File: config.mk
export PLATFORM = sky130hd
export DESIGN_NAME = pwr_state_ctrl
export DESIGN_NICKNAME = d
export VERILOG_FILES = /design/src/pwr_seq_pkg.sv /design/src/pwr_sync.sv /design/src/pwr_edge.sv /design/src/pwr_state_ctrl.sv
export SDC_FILE = /design/constraint.sdc
export NUM_CORES = 1
export LEC_CHECK = 0
export ABC_AREA = 1
export BUFFER_PORTS_ARGS = -buffer_cell sky130_fd_sc_hd__buf_4
export CORE_ASPECT_RATIO = 1.5
export CORE_UTILIZATION = 49
export CTS_CLUSTER_DIAMETER = 30
export DETAILED_ROUTE_END_ITERATION = 8
export MAX_ROUTING_LAYER = met4
export PLACE_DENSITY = 0.82
export SLEW_MARGIN = 20
export SYNTH_ARGS = -nofsm -noshare
export SYNTH_HDL_FRONTEND = slang
export SYNTH_SLANG_ARGS = --single-unit
File: constraint.sdc
create_clock -name I_CLK -period 1.4 [get_ports I_CLK]
set_clock_uncertainty 0.2 [all_clocks]
set_input_delay 0.28 -clock I_CLK [delete_from_list [all_inputs] [get_ports I_CLK]]
set_output_delay 0.28 -clock I_CLK [all_outputs]
set_load 0.01 [all_outputs]
File: src/pwr_seq_pkg.sv
// Package with states, timing constants and carried signal groups for the power sequencer.
package pwr_seq_pkg;

  // System power states.
  typedef enum logic [2:0] {
    ST_OFF,
    ST_WAIT_GOOD,
    ST_ON,
    ST_WARN,
    ST_S3,
    ST_S5
  } pwr_state_e;

  // Sleep depth requested by the host side.
  localparam logic [1:0] SLEEP_S3 = 2'h1;
  localparam logic [1:0] SLEEP_S4 = 2'h2;
  localparam logic [1:0] SLEEP_S5 = 2'h3;

  // Advance notice before a low power state, in microseconds.
  localparam int WARN_TIME_US   = 10;
  localparam int CLK_MHZ        = 25;
  localparam int WARN_CYCLES    = WARN_TIME_US * CLK_MHZ;
  localparam int WARN_CNT_W     = 9;
  localparam logic [WARN_CNT_W-1:0] WARN_LAST = WARN_CNT_W'(WARN_CYCLES - 1);
  localparam logic [WARN_CNT_W-1:0] WARN_ZERO = 9'h000;

  // Synchroniser depth.
  localparam int SYNC_STAGES = 2;

  // Conditioned carrier inputs, all active high after synchronising.
  typedef struct packed {
    logic power_good;
    logic power_press;
    logic reset_req;
    logic battery_low;
    logic wake_req;
    logic sleep_press;
    logic lid_event;
  } carrier_events_s;

endpackage

File: src/pwr_sync.sv
// Two-stage synchroniser for one asynchronous level.
`timescale 1ns/1ps
module pwr_sync #(
  parameter logic RESET_VAL = 1'b1
) (
  // Clock and reset.
  input  wire logic i_clk,
  input  wire logic i_reset,
  // Level in and out.
  input  wire logic i_async,
  output logic      o_sync
);

  logic meta_q;

  always_ff @(posedge i_clk) begin
    if (i_reset) begin
      meta_q <= RESET_VAL;
      o_sync <= RESET_VAL;
    end else begin
      meta_q <= i_async;
      o_sync <= meta_q;
    end
  end

endmodule

File: src/pwr_edge.sv
// Falling- and rising-edge detector on a synchronised active-low level.
`timescale 1ns/1ps
module pwr_edge (
  // Clock and reset.
  input  wire logic i_clk,
  input  wire logic i_reset,
  // Synchronised level and detected edge.
  input  wire logic i_level,
  output logic      o_fall,
  output logic      o_rise
);

  logic prev_q;

  always_ff @(posedge i_clk) begin
    if (i_reset) begin
      prev_q <= 1'b1;
    end else begin
      prev_q <= i_level;
    end
  end

  assign o_fall = prev_q & ~i_level;
  assign o_rise = ~prev_q & i_level;

endmodule

File: src/pwr_state_ctrl.sv
`timescale 1ns/1ps
module pwr_state_ctrl (
  // Clock and reset.
  input  wire logic       I_CLK,
  input  wire logic       I_RESET,
  // Carrier inputs.
  input  wire logic       I_CARRIER_POWER_GOOD,
  input  wire logic       I_POWER_BUTTON_N,
  input  wire logic       I_RESET_BUTTON_N,
  input  wire logic       I_BATTERY_LOW_N,
  input  wire logic       I_WAKE_N,
  input  wire logic       I_SLEEP_BUTTON_N,
  input  wire logic       I_LID_SWITCH_N,
  // Host-side control.
  input  wire logic       I_LID_CLOSED_HIGH,
  input  wire logic [1:0] I_SLEEP_DEPTH,
  // Carrier outputs.
  output logic            O_SUSPEND_WARNING_N,
  output logic            O_SLEEP_RAM_OFF_N,
  output logic            O_SOFT_OFF_N,
  // Status to the host side.
  output logic            O_MODULE_RESET,
  output logic            O_BATTERY_LOW,
  output logic            O_WAKE_EVENT,
  output logic            O_POWER_PRESS,
  output logic            O_SLEEP_PRESS,
  output logic            O_LID_CLOSED,
  output logic [2:0]      O_STATE
);

  pwr_seq_pkg::carrier_events_s ev;
  pwr_seq_pkg::pwr_state_e      state_q;
  pwr_seq_pkg::pwr_state_e      state_d;
  logic [pwr_seq_pkg::WARN_CNT_W-1:0] warn_cnt_q;
  logic [1:0] target_q;
  logic       pg_s;
  logic       pbtn_s;
  logic       rbtn_s;
  logic       batt_s;
  logic       wake_s;
  logic       sbtn_s;
  logic       lid_s;
  logic       lid_fall;
  logic       lid_rise;
  logic       lid_closed;
  logic       sys_reset;
  logic       warn_done;

  pwr_sync #(.RESET_VAL(1'b0)) u_sync_pg (.i_clk(I_CLK), .i_reset(I_RESET),
    .i_async(I_CARRIER_POWER_GOOD), .o_sync(pg_s));
  pwr_sync u_sync_pb (.i_clk(I_CLK), .i_reset(I_RESET),
    .i_async(I_POWER_BUTTON_N), .o_sync(pbtn_s));
  pwr_sync u_sync_rb (.i_clk(I_CLK), .i_reset(I_RESET),
    .i_async(I_RESET_BUTTON_N), .o_sync(rbtn_s));
  pwr_sync u_sync_bl (.i_clk(I_CLK), .i_reset(I_RESET),
    .i_async(I_BATTERY_LOW_N), .o_sync(batt_s));
  pwr_sync u_sync_wk (.i_clk(I_CLK), .i_reset(I_RESET),
    .i_async(I_WAKE_N), .o_sync(wake_s));
  pwr_sync u_sync_sb (.i_clk(I_CLK), .i_reset(I_RESET),
    .i_async(I_SLEEP_BUTTON_N), .o_sync(sbtn_s));
  pwr_sync u_sync_ld (.i_clk(I_CLK), .i_reset(I_RESET),
    .i_async(I_LID_SWITCH_N), .o_sync(lid_s));

  logic pb_fall;
  logic sb_fall;

  pwr_edge u_edge_pb (.i_clk(I_CLK), .i_reset(I_RESET), .i_level(pbtn_s),
    .o_fall(pb_fall), .o_rise());
  pwr_edge u_edge_sb (.i_clk(I_CLK), .i_reset(I_RESET), .i_level(sbtn_s),
    .o_fall(sb_fall), .o_rise());
  pwr_edge u_edge_ld (.i_clk(I_CLK), .i_reset(I_RESET), .i_level(lid_s),
    .o_fall(lid_fall), .o_rise(lid_rise));

  // The lid input is low for closed by default; the control bit swaps the sense.
  assign lid_closed = I_LID_CLOSED_HIGH ? lid_s : ~lid_s;

  always_comb begin
    ev.power_good  = pg_s;
    ev.power_press = pb_fall;
    ev.reset_req   = ~rbtn_s;
    ev.battery_low = ~batt_s;
    ev.wake_req    = ~wake_s;
    ev.sleep_press = sb_fall;
    // Either lid edge is an event; the new level tells closing from opening.
    ev.lid_event   = lid_rise | lid_fall;
  end

  assign sys_reset = I_RESET | ev.reset_req;
  assign warn_done = (warn_cnt_q == pwr_seq_pkg::WARN_LAST);

  // Sleep depth, or S5 for a power press, is latched when the warning phase starts.
  always_ff @(posedge I_CLK) begin
    if (sys_reset) begin
      target_q <= pwr_seq_pkg::SLEEP_S5;
    end else if (state_q == pwr_seq_pkg::ST_ON && state_d == pwr_seq_pkg::ST_WARN) begin
      target_q <= (!ev.power_press && (ev.sleep_press || ev.lid_event)) ? I_SLEEP_DEPTH
                                                                         : pwr_seq_pkg::SLEEP_S5;
    end
  end

  always_comb begin
    state_d = state_q;
    case (state_q)
      pwr_seq_pkg::ST_OFF: begin
        if (ev.power_press || ev.wake_req) begin
          state_d = pwr_seq_pkg::ST_WAIT_GOOD;
        end
      end
      pwr_seq_pkg::ST_WAIT_GOOD: begin
        if (ev.power_good) begin
          state_d = pwr_seq_pkg::ST_ON;
        end
      end
      pwr_seq_pkg::ST_ON: begin
        if (!ev.power_good) begin
          state_d = pwr_seq_pkg::ST_WAIT_GOOD;
        end else if (ev.power_press || ev.sleep_press || (ev.lid_event && lid_closed)) begin
          state_d = pwr_seq_pkg::ST_WARN;
        end
      end
      pwr_seq_pkg::ST_WARN: begin
        if (warn_done) begin
          state_d = (target_q == pwr_seq_pkg::SLEEP_S3) ? pwr_seq_pkg::ST_S3
                                                        : pwr_seq_pkg::ST_S5;
        end
      end
      pwr_seq_pkg::ST_S3: begin
        if (ev.power_press || ev.sleep_press || ev.wake_req || (ev.lid_event && !lid_closed)) begin
          state_d = pwr_seq_pkg::ST_WAIT_GOOD;
        end
      end
      pwr_seq_pkg::ST_S5: begin
        if (ev.power_press || ev.wake_req) begin
          state_d = pwr_seq_pkg::ST_WAIT_GOOD;
        end
      end
      default: begin
        state_d = pwr_seq_pkg::ST_OFF;
      end
    endcase
  end

  always_ff @(posedge I_CLK) begin
    if (sys_reset) begin
      state_q <= pwr_seq_pkg::ST_OFF;
    end else begin
      state_q <= state_d;
    end
  end

  // Warning phase length counter.
  always_ff @(posedge I_CLK) begin
    if (sys_reset || state_q != pwr_seq_pkg::ST_WARN) begin
      warn_cnt_q <= pwr_seq_pkg::WARN_ZERO;
    end else if (!warn_done) begin
      warn_cnt_q <= warn_cnt_q + 1'b1;
    end
  end

  // Rail outputs are registered from the next state so they track the state register.
  always_ff @(posedge I_CLK) begin
    if (sys_reset) begin
      O_SUSPEND_WARNING_N <= 1'b0;
      O_SLEEP_RAM_OFF_N   <= 1'b0;
      O_SOFT_OFF_N        <= 1'b0;
    end else begin
      O_SUSPEND_WARNING_N <= !(state_d == pwr_seq_pkg::ST_WARN ||
                               state_d == pwr_seq_pkg::ST_S3 ||
                               state_d == pwr_seq_pkg::ST_S5 ||
                               state_d == pwr_seq_pkg::ST_OFF);
      O_SLEEP_RAM_OFF_N   <= !(state_d == pwr_seq_pkg::ST_S3 ||
                               state_d == pwr_seq_pkg::ST_S5 ||
                               state_d == pwr_seq_pkg::ST_OFF);
      O_SOFT_OFF_N        <= !(state_d == pwr_seq_pkg::ST_S5 ||
                               state_d == pwr_seq_pkg::ST_OFF);
    end
  end

  // Status outputs to the host side.
  always_ff @(posedge I_CLK) begin
    if (I_RESET) begin
      O_MODULE_RESET <= 1'b1;
      O_BATTERY_LOW  <= 1'b0;
      O_WAKE_EVENT   <= 1'b0;
      O_POWER_PRESS  <= 1'b0;
      O_SLEEP_PRESS  <= 1'b0;
      O_LID_CLOSED   <= 1'b0;
    end else begin
      O_MODULE_RESET <= ev.reset_req;
      O_BATTERY_LOW  <= ev.battery_low;
      O_WAKE_EVENT   <= ev.wake_req;
      O_POWER_PRESS  <= ev.power_press;
      O_SLEEP_PRESS  <= ev.sleep_press;
      O_LID_CLOSED   <= lid_closed;
    end
  end

  // The state code tracks the state register, so a reset-button reset shows as off at once.
  always_ff @(posedge I_CLK) begin
    if (sys_reset) begin
      O_STATE <= 3'(pwr_seq_pkg::ST_OFF);
    end else begin
      O_STATE <= 3'(state_d);
    end
  end

endmodule

==> results by group, run 1 <==
Run status
  • Violated checks: setup timing
  • Status: complete, but fails checks

GRT
  • Initial antenna violation count: 0
  • Vias in the first global route: 1356
  • Largest net degree at the start of global routing: 20
  • First-pass GRT wire length: 5388 um
  • Total global-route track usage: 21.52%
  • Total grt overflow: 0

Routing
  • Router iterations before antenna repair: 4
  • Vias/cell: 4.824
  • Residual DRC: 0
  • Final WL: 3855 um
  • Initial DRC count: 29
  • Via Count: 1481
  • Final ANT Viol Nets: 0
  • Routed WL per cell: 12.56 um

Floorplan
  • Die height: 72.21 um
  • Die ar.: 3524 sq um
  • Ports: 24
  • Core area: 3128 sq um
  • Starting Density: 51.48%
  • DIE WIDTH: 48.81 um
  • Cell Rows: 25

Yosys
  • Cells after Synth: 201
  • Yosys Warn Count: 0
  • #FFs+latches synth: 40
  • Post-synthesis cell type with the largest combined area: dfxtp_1
  • Syn_nets: 215
  • Mapped Area: 1610 sq um
  • Synthesized area per cell: 8.011 sq um
  • Synth area leaders: dfxtp_1 (50%), nand2_1 (9.1%), inv_1 (5.6%)
  • Post-synthesis cell type count: 24
  • Top-area cell type share of the netlist area: 49.73%
  • Sequential area share after synthesis: 49.73%

Power
  • PwrDens: 1076 nW/um^2
  • Leakage Power: 1.122 nW
  • Maximum vdd drop: 0.8984 mV
  • Tot Pwr: 2.547 mW

Placed design
  • Placed instance area: 2029 sq um
  • Hpwl dp: 2334 um
  • Placer Congestion: 0.8155
  • Port-buffer cells: 23

Final layout
  • Final #Nets: 280
  • Utilization after layout: 75.64%
  • Top flop regs: warn_cnt_q x9, O_STATE x3, target_q x2
  • Reg area: 812.0 sq um
  • Layout cells sized above 1: 46.82%
  • Most flop-heavy register: warn_cnt_q
  • Area of the multi-input gates: 779.5 sq um
  • Fill cells: 220
  • Area delta synth->final: 46.93%
  • N_diodes: 0
  • Design area: 2366 sq um
  • Flip-flop count of the largest register after layout: 9

Flow run
  • Max Cap Viol: 0

STA
  • Fmax: 626.7 MHz
  • Max-slew headroom: 85.35%
  • Unrepaired setup endpoints after global routing: true
  • Post-layout minimum cycle time: 1.596 ns
  • Final Cycle Share: 114.0%
  • Worst Tran Pin Value: 0.2197 ns
  • Worst hold slack: 0.1305 ns
  • Final setup fails: 15
  • Final TNS setup: -1.751 ns
  • Final hold vios: 0
  • Setup WS post-layout: -0.1956 ns
  • Max-slew violation count: 0

Worst setup path
  • WS Path Type: register to register
  • Crit path arrival time: 1.58 ns
  • Critical Path RT: 1.39 ns
  • Crit. End Element: register
  • Reg2reg setup slack: -0.20 ns
  • CP Max Fanout: 4
  • CP Launch Type: register

Clock tree
  • Clk sinks: 40
  • Clock transition at the registers of the reported paths: 0.08 ns
  • CTS H-tree depth: 2
  • Clock Tree Root: clkbuf_8
  • CTS Buffer Depth: 2
  • CTS tree: yes
  • CTS Buf Count: 5
  • Skew-Pair Late Insertion Delay: 0.30 ns

Worst hold path
  • HP Class: primary input to register
==> final cells by class <==
type                       count  area share [%]
timing repair buffer          60           20.10
clock inverter                 1           1.269
multi-input combinational    127           32.95
clock buffer                   7           4.072
inverter                      32           5.182
tap                           40           2.115
sequential                    40           34.32
==> worst paths after layout <==
| kind | startpoint | end | depth (start not counted) |
|---|---|---|---|
| worst max-delay path | warn_cnt_q[1] | O_SOFT_OFF_N | 11 |
| worst min-delay path | I_RESET | u_edge_sb.prev_q | 4 |
| worst max register to register | warn_cnt_q[1] | O_SOFT_OFF_N | 11 |
| worst min register to register | u_sync_bl.o_sync | O_BATTERY_LOW | 1 |
==> Yosys cell counts <==
cell	n
o21ai_0	4
nand3_4	1
inv_2	8
nor3_1	2
o21ai_1	1
nand2_1	39
dfxtp_1	40
nand3_2	4
o211ai_1	2
nor2_2	2
clkbuf_1	2
inv_1	24
nand2_2	8
a21oi_1	9
o21ai_2	1
o21ai_4	1
nand4_1	4
nor2_1	20
or2_0	2
ha_1	2
nor2_4	1
nand3_1	9
or2_2	12
xor2_1	3
==> cell usage in the layout (no fill, tap or decap), types with 2 or more instances in the layout <==
cell           count
buf_4             51
dfxtp_1           33
nand2_1           31
inv_1             22
nor2_1            18
nand2_2           14
or2_2             12
inv_2              9
a21oi_1            8
nand3_1            7
clkbuf_8           7
dlygate4sd3_1      7
dfxtp_2            6
nand3_2            5
nor2_4             4
nand4_1            4
o21ai_0            3
xor2_1             3
nand2_4            2
nand3_4            2
nor3_2             2
o211ai_1           2
o21ai_2            2
buf_6              2
==> cell families after synthesis <==
group,synth area share (%)
AOI/OAI and AO/OA,6.837
xor gates and xnor gates,1.632
buffers and inverters,7.926
and+or+nand+nor,32.32
DFF,49.73
adders and majority gates,1.554
==> worst max-delay path, stage by stage, from the launching register on <==
cell     delay (ns)
dfxtp_2        0.34
inv_2          0.06
ha_4           0.13
nand2_4        0.06
nor2_4         0.10
nand3_2        0.07
nand2_2        0.07
nand2_2        0.07
nor2_4         0.15
nand2_2        0.09
nand3_2        0.08
nand2_1        0.06
==> per-stage QoR <==
step / std cells / setup WS (ns)
finish: 307 / -0.1956
detailed placement: 286 / -0.1429
global placement: 286 / -0.1266
CTS: 305 / -0.1412
floorplan: 201 / -0.03080
global route: 307 / -0.3133
==> metal layers <==
layer | global-route usage, % | wire (um)
met1 | 19.55 | 1418
met2 | 38.89 | 2150
met3 | 5.660 | 142
met4 | 14.38 | 144
met5 | - | 0
==> where the power goes <==
part | total (mW) | leakage [nW] | internal (mW) | switching [mW]
Combinational | 0.328 | 0.727 | 0.164 | 0.164
Sequential | 1.20 | 0.330 | 1.18 | 0.0215
Clock | 1.02 | 0.0645 | 0.629 | 0.387
==> timing repair <==
action,CTS,global route
gates resized for setup,8,21
endpoints found under the hold margin,7,0
setup buffers,4,2
hold buffers,7,0
pin swaps,5,11
endpoints found under the setup margin,14,18
Power figures use the tool's default switching activity.
==> run 2, diff against run 1 <==
--- a/config.mk
+++ b/config.mk
@@ -8,6 +8,7 @@
 export ABC_AREA = 1
 export BUFFER_PORTS_ARGS = -buffer_cell sky130_fd_sc_hd__buf_4
 export CORE_ASPECT_RATIO = 1.5
+export CORE_MARGIN = 3
 export CORE_UTILIZATION = 49
 export CTS_CLUSTER_DIAMETER = 30
 export DETAILED_ROUTE_END_ITERATION = 8
==> constraint.sdc (replaced) <==
create_clock -name I_CLK -period 1.29 [get_ports I_CLK]
set_clock_uncertainty 0.2 [all_clocks]
set_input_delay 0.258 -clock I_CLK [delete_from_list [all_inputs] [get_ports I_CLK]]
set_output_delay 0.258 -clock I_CLK [all_outputs]
set_load 0.01 [all_outputs]
==> results by group, run 2 (same netlist as run 1, synthesis figures left out) <==
Run status
  • Status: complete, but fails checks
  • Violated checks: setup timing

Routing
  • Final WL: 3732 um (-3.2%)
  • Initial DRC count: 39 (+34%)
  • Router iterations before antenna repair: 5 (+1)
  • Residual DRC: 0 (unchanged)
  • Vias/cell: 4.730 (-2.0%)
  • Routed WL per cell: 12.16 um (-3.2%)
  • Final ANT Viol Nets: 0 (unchanged)
  • Via Count: 1452 (-2.0%)

Final layout
  • Most common cell after layout, fill and taps aside: buf_4
  • Most frequent cells in the layout: buf_4 (50), dfxtp_1 (34), nand2_1 (28)
  • Flip-flop count of the largest register after layout: 9 (unchanged)
  • Final #Nets: 281 (+0.36%)
  • Area delta synth->final: 47.47%
  • N_diodes: 0 (unchanged)
  • Most flop-heavy register: warn_cnt_q
  • Top flop regs: warn_cnt_q x9, O_STATE x3, target_q x2
  • Layout cells sized above 1: 48.51% (+1.7 points)
  • Design area: 2375 sq um (+0.37%)

Power
  • Tot Pwr: 2.594 mW (+1.9%)
  • Maximum vdd drop: 1.086 mV (+21%)
  • PwrDens: 1092 nW/um^2 (+1.5%)
  • Leakage Power: 1.111 nW (-0.99%)

Floorplan
  • Starting Density: 53.09% (+1.6 points)
  • DIE WIDTH: 52.81 um (+8.2%)
  • Ports: 24 (unchanged)
  • Die ar.: 4024 sq um (+14%)
  • Core area: 3033 sq um (-3.0%)
  • Cell Rows: 24 (-4.0%)
  • Die height: 76.21 um (+5.5%)

Flow run
  • Max Cap Viol: 0 (unchanged)

Placed design
  • Placer Congestion: 0.8841 (+8.4%)
  • Hpwl dp: 2440 um (+4.6%)
  • Port-buffer cells: 23 (unchanged)
  • Placed instance area: 2063 sq um (+1.7%)

Clock tree
  • CTS Buffer Depth: 2 (unchanged)
  • CTS tree: yes
  • Skew-Pair Late Insertion Delay: 0.30 ns (about the same)
  • Clock transition at the registers of the reported paths: 0.07 ns (about the same)
  • CTS Buf Count: 5 (unchanged)
  • Clk sinks: 40 (unchanged)
  • Clock Tree Root: clkbuf_8
  • CTS H-tree depth: 2 (unchanged)

STA
  • Unrepaired setup endpoints after global routing: true
  • Setup WS post-layout: -0.3160 ns (-0.1204 ns)
  • Worst Tran Pin Value: 0.2190 ns (-0.0007038 ns)
  • Final Cycle Share: 124.5% (+11 points)
  • Max-slew violation count: 0 (unchanged)
  • Final hold vios: 0 (unchanged)
  • Fmax: 622.7 MHz (-0.65%)
  • Final setup fails: 18 (+3)
  • Post-layout minimum cycle time: 1.606 ns (+0.01038 ns)
  • Max-slew headroom: 85.40% (about the same)

GRT
  • Initial antenna violation count: 0 (unchanged)
  • Largest net degree at the start of global routing: 20 (unchanged)
  • Vias in the first global route: 1394 (+2.8%)
  • First-pass GRT wire length: 5658 um (+5.0%)
  • Total global-route track usage: 19.59% (-1.9 points)
  • Total grt overflow: 0 (unchanged)

Worst setup path
  • Crit. End Element: register
  • CP Launch Type: register
  • CP Max Fanout: 5 (+1)
  • Critical Path RT: 1.30 ns (-0.09 ns)
  • WS Path Type: register to register
  • Crit path arrival time: 1.62 ns (+0.04 ns)

Worst hold path
  • HP Class: primary input to register
## run 2: path summary, 6_finish.rpt
path / start / end / slack, ns / cells past startpoint
worst max-delay path: warn_cnt_q[1] / O_STATE[1] / -0.32 / 10
worst min-delay path: I_RESET / u_edge_ld.prev_q / 0.1 / 4
worst max register to register: warn_cnt_q[1] / O_STATE[1] / -0.32 / 10
worst min register to register: u_sync_bl.o_sync / O_BATTERY_LOW / 0.19 / 1
## run 2: area by class of cell
cell class | count | area [sq um]
flip-flops and latches | 40 | 815.8
multi-input cells | 127 | 788.3
fillers | 192 | 658.1
repair buffers | 61 | 490.5
inverters | 32 | 125.1
clock buffers | 6 | 93.84
well taps | 39 | 48.80
clock inverters | 2 | 12.51
## run 2: report_power, final
group	leakage, nW	total (mW)	switching [mW]	internal, mW
Combinational	0.727	0.357	0.180	0.178
Sequential	0.331	1.31	0.0262	1.28
Clock	0.0523	0.930	0.436	0.494
Total	1.11	2.59	0.642	1.95
## run 2: worst max-delay path: stages, from the launching register on
cell and delay [ns]:
dfxtp_4 0.36, inv_2 0.04, ha_4 0.15, nand2_4 0.07, nor2_4 0.04, nand2_2 0.10
nand2_2 0.08, o21ai_4 0.09, inv_2 0.08, buf_4 0.14, nor2_1 0.16
## run 2: repair_timing
item,CTS,global route
hold endpoints to repair,7,0
setup buffers,0,3
gates resized for setup,12,26
gates cloned,0,0
setup endpoints to repair,17,19
hold buffers,7,0
pin swaps,2,6
## run 2: per-stage QoR
step	std cells	util (%)	worst slack [ns]	hold slack [ns]	setup TNS [ns]
floorplan	201	-	-0.1407	0.1618	-0.7262
global placement	289	68.03	-0.2566	0.1725	-1.984
detailed placement	289	68.03	-0.2915	0.1756	-2.465
CTS	304	75.12	-0.2459	0.09159	-2.489
global route	307	78.30	-0.3943	0.09187	-4.796
finish	307	78.30	-0.3160	0.09966	-3.275
## run 2: layer usage
metal | global-route usage (%) | part of all wire (%) | up-vias
met5 | - | 0 | -
met4 | 11.51 | 3.6 | 0
met3 | 5.871 | 4.7 | 12
met2 | 32.96 | 56 | 38
met1 | 18.89 | 36 | 651
li1 | - | - | 751
==> run 3, diff against run 2 <==
==> constraint.sdc (replaced) <==
create_clock -name I_CLK -period 1.29 [get_ports I_CLK]
set_clock_uncertainty 0.2 [all_clocks]
set_input_delay 0.258 -clock I_CLK [delete_from_list [all_inputs] [get_ports I_CLK]]
set_output_delay 0.258 -clock I_CLK [all_outputs]
set_load 0.1 [all_outputs]
==> results by group, run 3 (same netlist as run 1, synthesis figures left out) <==
Final layout
  • Post-Layout Cell Count: 310 (+0.98%)
  • N_diodes: 0 (unchanged)
  • Reg area: 832.0 sq um (+2.0%)
  • Final #Nets: 284 (+1.1%)
  • Most common cell after layout, fill and taps aside: buf_4
  • Most frequent cells in the layout: buf_4 (40), dfxtp_1 (25), nand2_1 (24)
  • Most flop-heavy register: warn_cnt_q
  • Layout cells sized above 1: 56.83% (+8.3 points)
  • Area delta synth->final: 63.09%
  • Top flop regs: warn_cnt_q x9, O_STATE x3, target_q x2
  • Area of the multi-input gates: 854.6 sq um (+8.4%)
  • Flip-flop count of the largest register after layout: 9 (unchanged)
  • Fill cells: 139 (-28%)

GRT
  • First-pass GRT wire length: 6472 um (+14%)
  • Total grt overflow: 0 (unchanged)
  • Largest net degree at the start of global routing: 20 (unchanged)
  • Initial antenna violation count: 0 (unchanged)
  • Vias in the first global route: 1475 (+5.8%)
  • Total global-route track usage: 21.96% (+2.4 points)

Floorplan
  • Cell Rows: 24 (unchanged)
  • DIE WIDTH: 52.81 um (unchanged)
  • Starting Density: 53.09% (unchanged)
  • Ports: 24 (unchanged)
  • Die ar.: 4024 sq um (unchanged)
  • Core area: 3033 sq um (unchanged)
  • Die height: 76.21 um (unchanged)

Routing
  • Via Count: 1597 (+10%)
  • Initial DRC count: 47 (+21%)
  • Routed WL per cell: 16.57 um (+36%)
  • Router iterations before antenna repair: 4 (-1)
  • Vias/cell: 5.152 (+8.9%)
  • Final WL: 5137 um (+38%)
  • Residual DRC: 0 (unchanged)
  • Final ANT Viol Nets: 0 (unchanged)

Worst setup path
  • Most used cell, CP: nand2_2
  • CP Launch Type: register
  • WP buf/inv: 1 (-2)
  • Critical path's top delay family: simple AND/OR/NAND/NOR gates
  • CP Max Fanout: 4 (-1)
  • WS Path Type: register to register
  • Critical Path RT: 1.28 ns (-0.02 ns)
  • Crit. End Element: register
  • Crit-path cells: inv_2, nand2_2, nand2_2, nor2_4, nand2_2, nand2_4, nand2_4, nor2_4, nand2_2, nand3_2, nand2_1
  • Delay of the slowest critical-path stage: 0.32 ns (-0.04 ns)
  • Crit path arrival time: 1.67 ns (+0.05 ns)
  • Slowest-stage cell, CP: dfxtp_1

STA
  • Final TNS setup: -4.472 ns (-1.197 ns)
  • Final setup fails: 23 (+5)
  • Fmax: 596.7 MHz (-4.2%)
  • Post-layout minimum cycle time: 1.676 ns (+0.06982 ns)
  • Setup WS post-layout: -0.3858 ns (-0.06982 ns)
  • Max-slew violation count: 0 (unchanged)
  • Unrepaired setup endpoints after global routing: true
  • Worst Tran Pin Value: 0.2613 ns (+0.04233 ns)
  • Worst hold slack: 0.1151 ns (+0.01548 ns)
  • Final Cycle Share: 129.9% (+5.4 points)
  • Final hold vios: 0 (unchanged)
  • Max-slew headroom: 82.51% (-2.9 points)

Clock tree
  • Skew-Pair Late Insertion Delay: 0.30 ns (about the same)
  • Clock Tree Root: clkbuf_8
  • CTS tree: yes
  • CTS Buffer Depth: 2 (unchanged)
  • CTS H-tree depth: 2 (unchanged)
  • Clk sinks: 40 (unchanged)
  • Clock transition at the registers of the reported paths: 0.08 ns (about the same)
  • CTS Buf Count: 5 (unchanged)

Placed design
  • Hpwl dp: 2286 um (-6.3%)
  • Placer Congestion: 0.7907 (-11%)
  • Port-buffer cells: 23 (unchanged)
  • Pre-CTS setup slack: -0.2413 ns (+0.05022 ns)
  • Dpl cells: 287 (-0.69%)

Worst hold path
  • HP Class: primary input to register

Power
  • Flop pwr share: 46.2% (-4.2 points)
  • Tot Pwr: 2.872 mW (+11%)
  • Psw: 889.8 uW (+39%)
  • Leakage Power: 1.185 nW (+6.7%)
  • PwrDens: 1094 nW/um^2 (about the same)
  • Logic pwr share: 23.8% (+10 points)
  • Maximum vdd drop: 0.9836 mV (-9.4%)
  • Clk pwr share: 30.1% (-5.7 points)
  • P_int: 1.982 mW (+1.5%)
  • Sw Ratio: 30.98% (+6.2 points)

Run status
  • Violated checks: setup timing
  • Status: complete, but fails checks

Flow run
  • Max Cap Viol: 0 (unchanged)
[run 3: cell count changes in the layout (fill, tap and decap cells not counted), sizes merged]
cell,previous run,this run
clkbuf,6,7
clkinv,1,0
buf,54,57
[run 3: final timing paths]
path                          from          endpoint  slack [ns]  cells past startpoint
setup / recovery  u_sync_pb.o_sync      O_SOFT_OFF_N       -0.39                     11
hold / removal             I_RESET  u_edge_pb.prev_q        0.12                      4
setup reg to reg  u_sync_pb.o_sync      O_SOFT_OFF_N       -0.39                     11
hold reg to reg   u_sync_bl.o_sync     O_BATTERY_LOW        0.18                      1
[run 3: area by class of cell]
class | count | share of cell area [%]
multi-input cells | 127 | 32.54
clock buffers | 7 | 3.287
repair buffers | 64 | 25.39
well taps | 39 | 1.858
flip-flops and latches | 40 | 31.68
inverters | 32 | 4.955
clock inverters | 1 | 0.2859
[run 3: repair_timing]
| item | in CTS | in global routing |
|---|---|---|
| pin swaps | 6 | 21 |
| setup buffers | 3 | 5 |
| hold endpoints to repair | 7 | 0 |
| resized for setup | 42 | 50 |
| hold buffers | 7 | 0 |
| endpoints found under the setup margin | 27 | 29 |
[run 3: stage by stage]
stage | utilization, % | instance area, sq um
after floorplan | - | 1665
after global placement | 68.40 | 2074
after detailed placement | 68.40 | 2074
after CTS | 79.37 | 2407
after global routing | 86.59 | 2626
final | 86.59 | 2626
[run 3: per-layer routing]
metal	share of wire [%]	up-vias	GRT usage (%)	wire (um)
met5	0	-	-	0
met4	6.0	0	12.79	306
met3	5.3	29	6.262	271
met2	53	64	37.81	2713
met1	36	746	20.54	1846
li1	-	758	-	-
[run 3: power by group through the flow]
stage	logic (mW)	registers [mW]	clock network [mW]
finish	0.683	1.33	0.863
detailed placement	0.483	1.33	0
global placement	0.472	1.33	0
CTS	0.564	1.32	0.871
global route	0.708	1.33	0.929
floorplan	0.172	1.53	0
[run 3: worst register-to-register path, cell delays in order (launching register included)]
cell     delay [ns]
dfxtp_1        0.32
inv_2          0.06
nand2_2        0.11
nand2_2        0.09
nor2_4         0.15
nand2_2        0.10
nand2_4        0.09
nand2_4        0.07
nor2_4         0.16
nand2_2        0.09
nand3_2        0.08
nand2_1        0.06
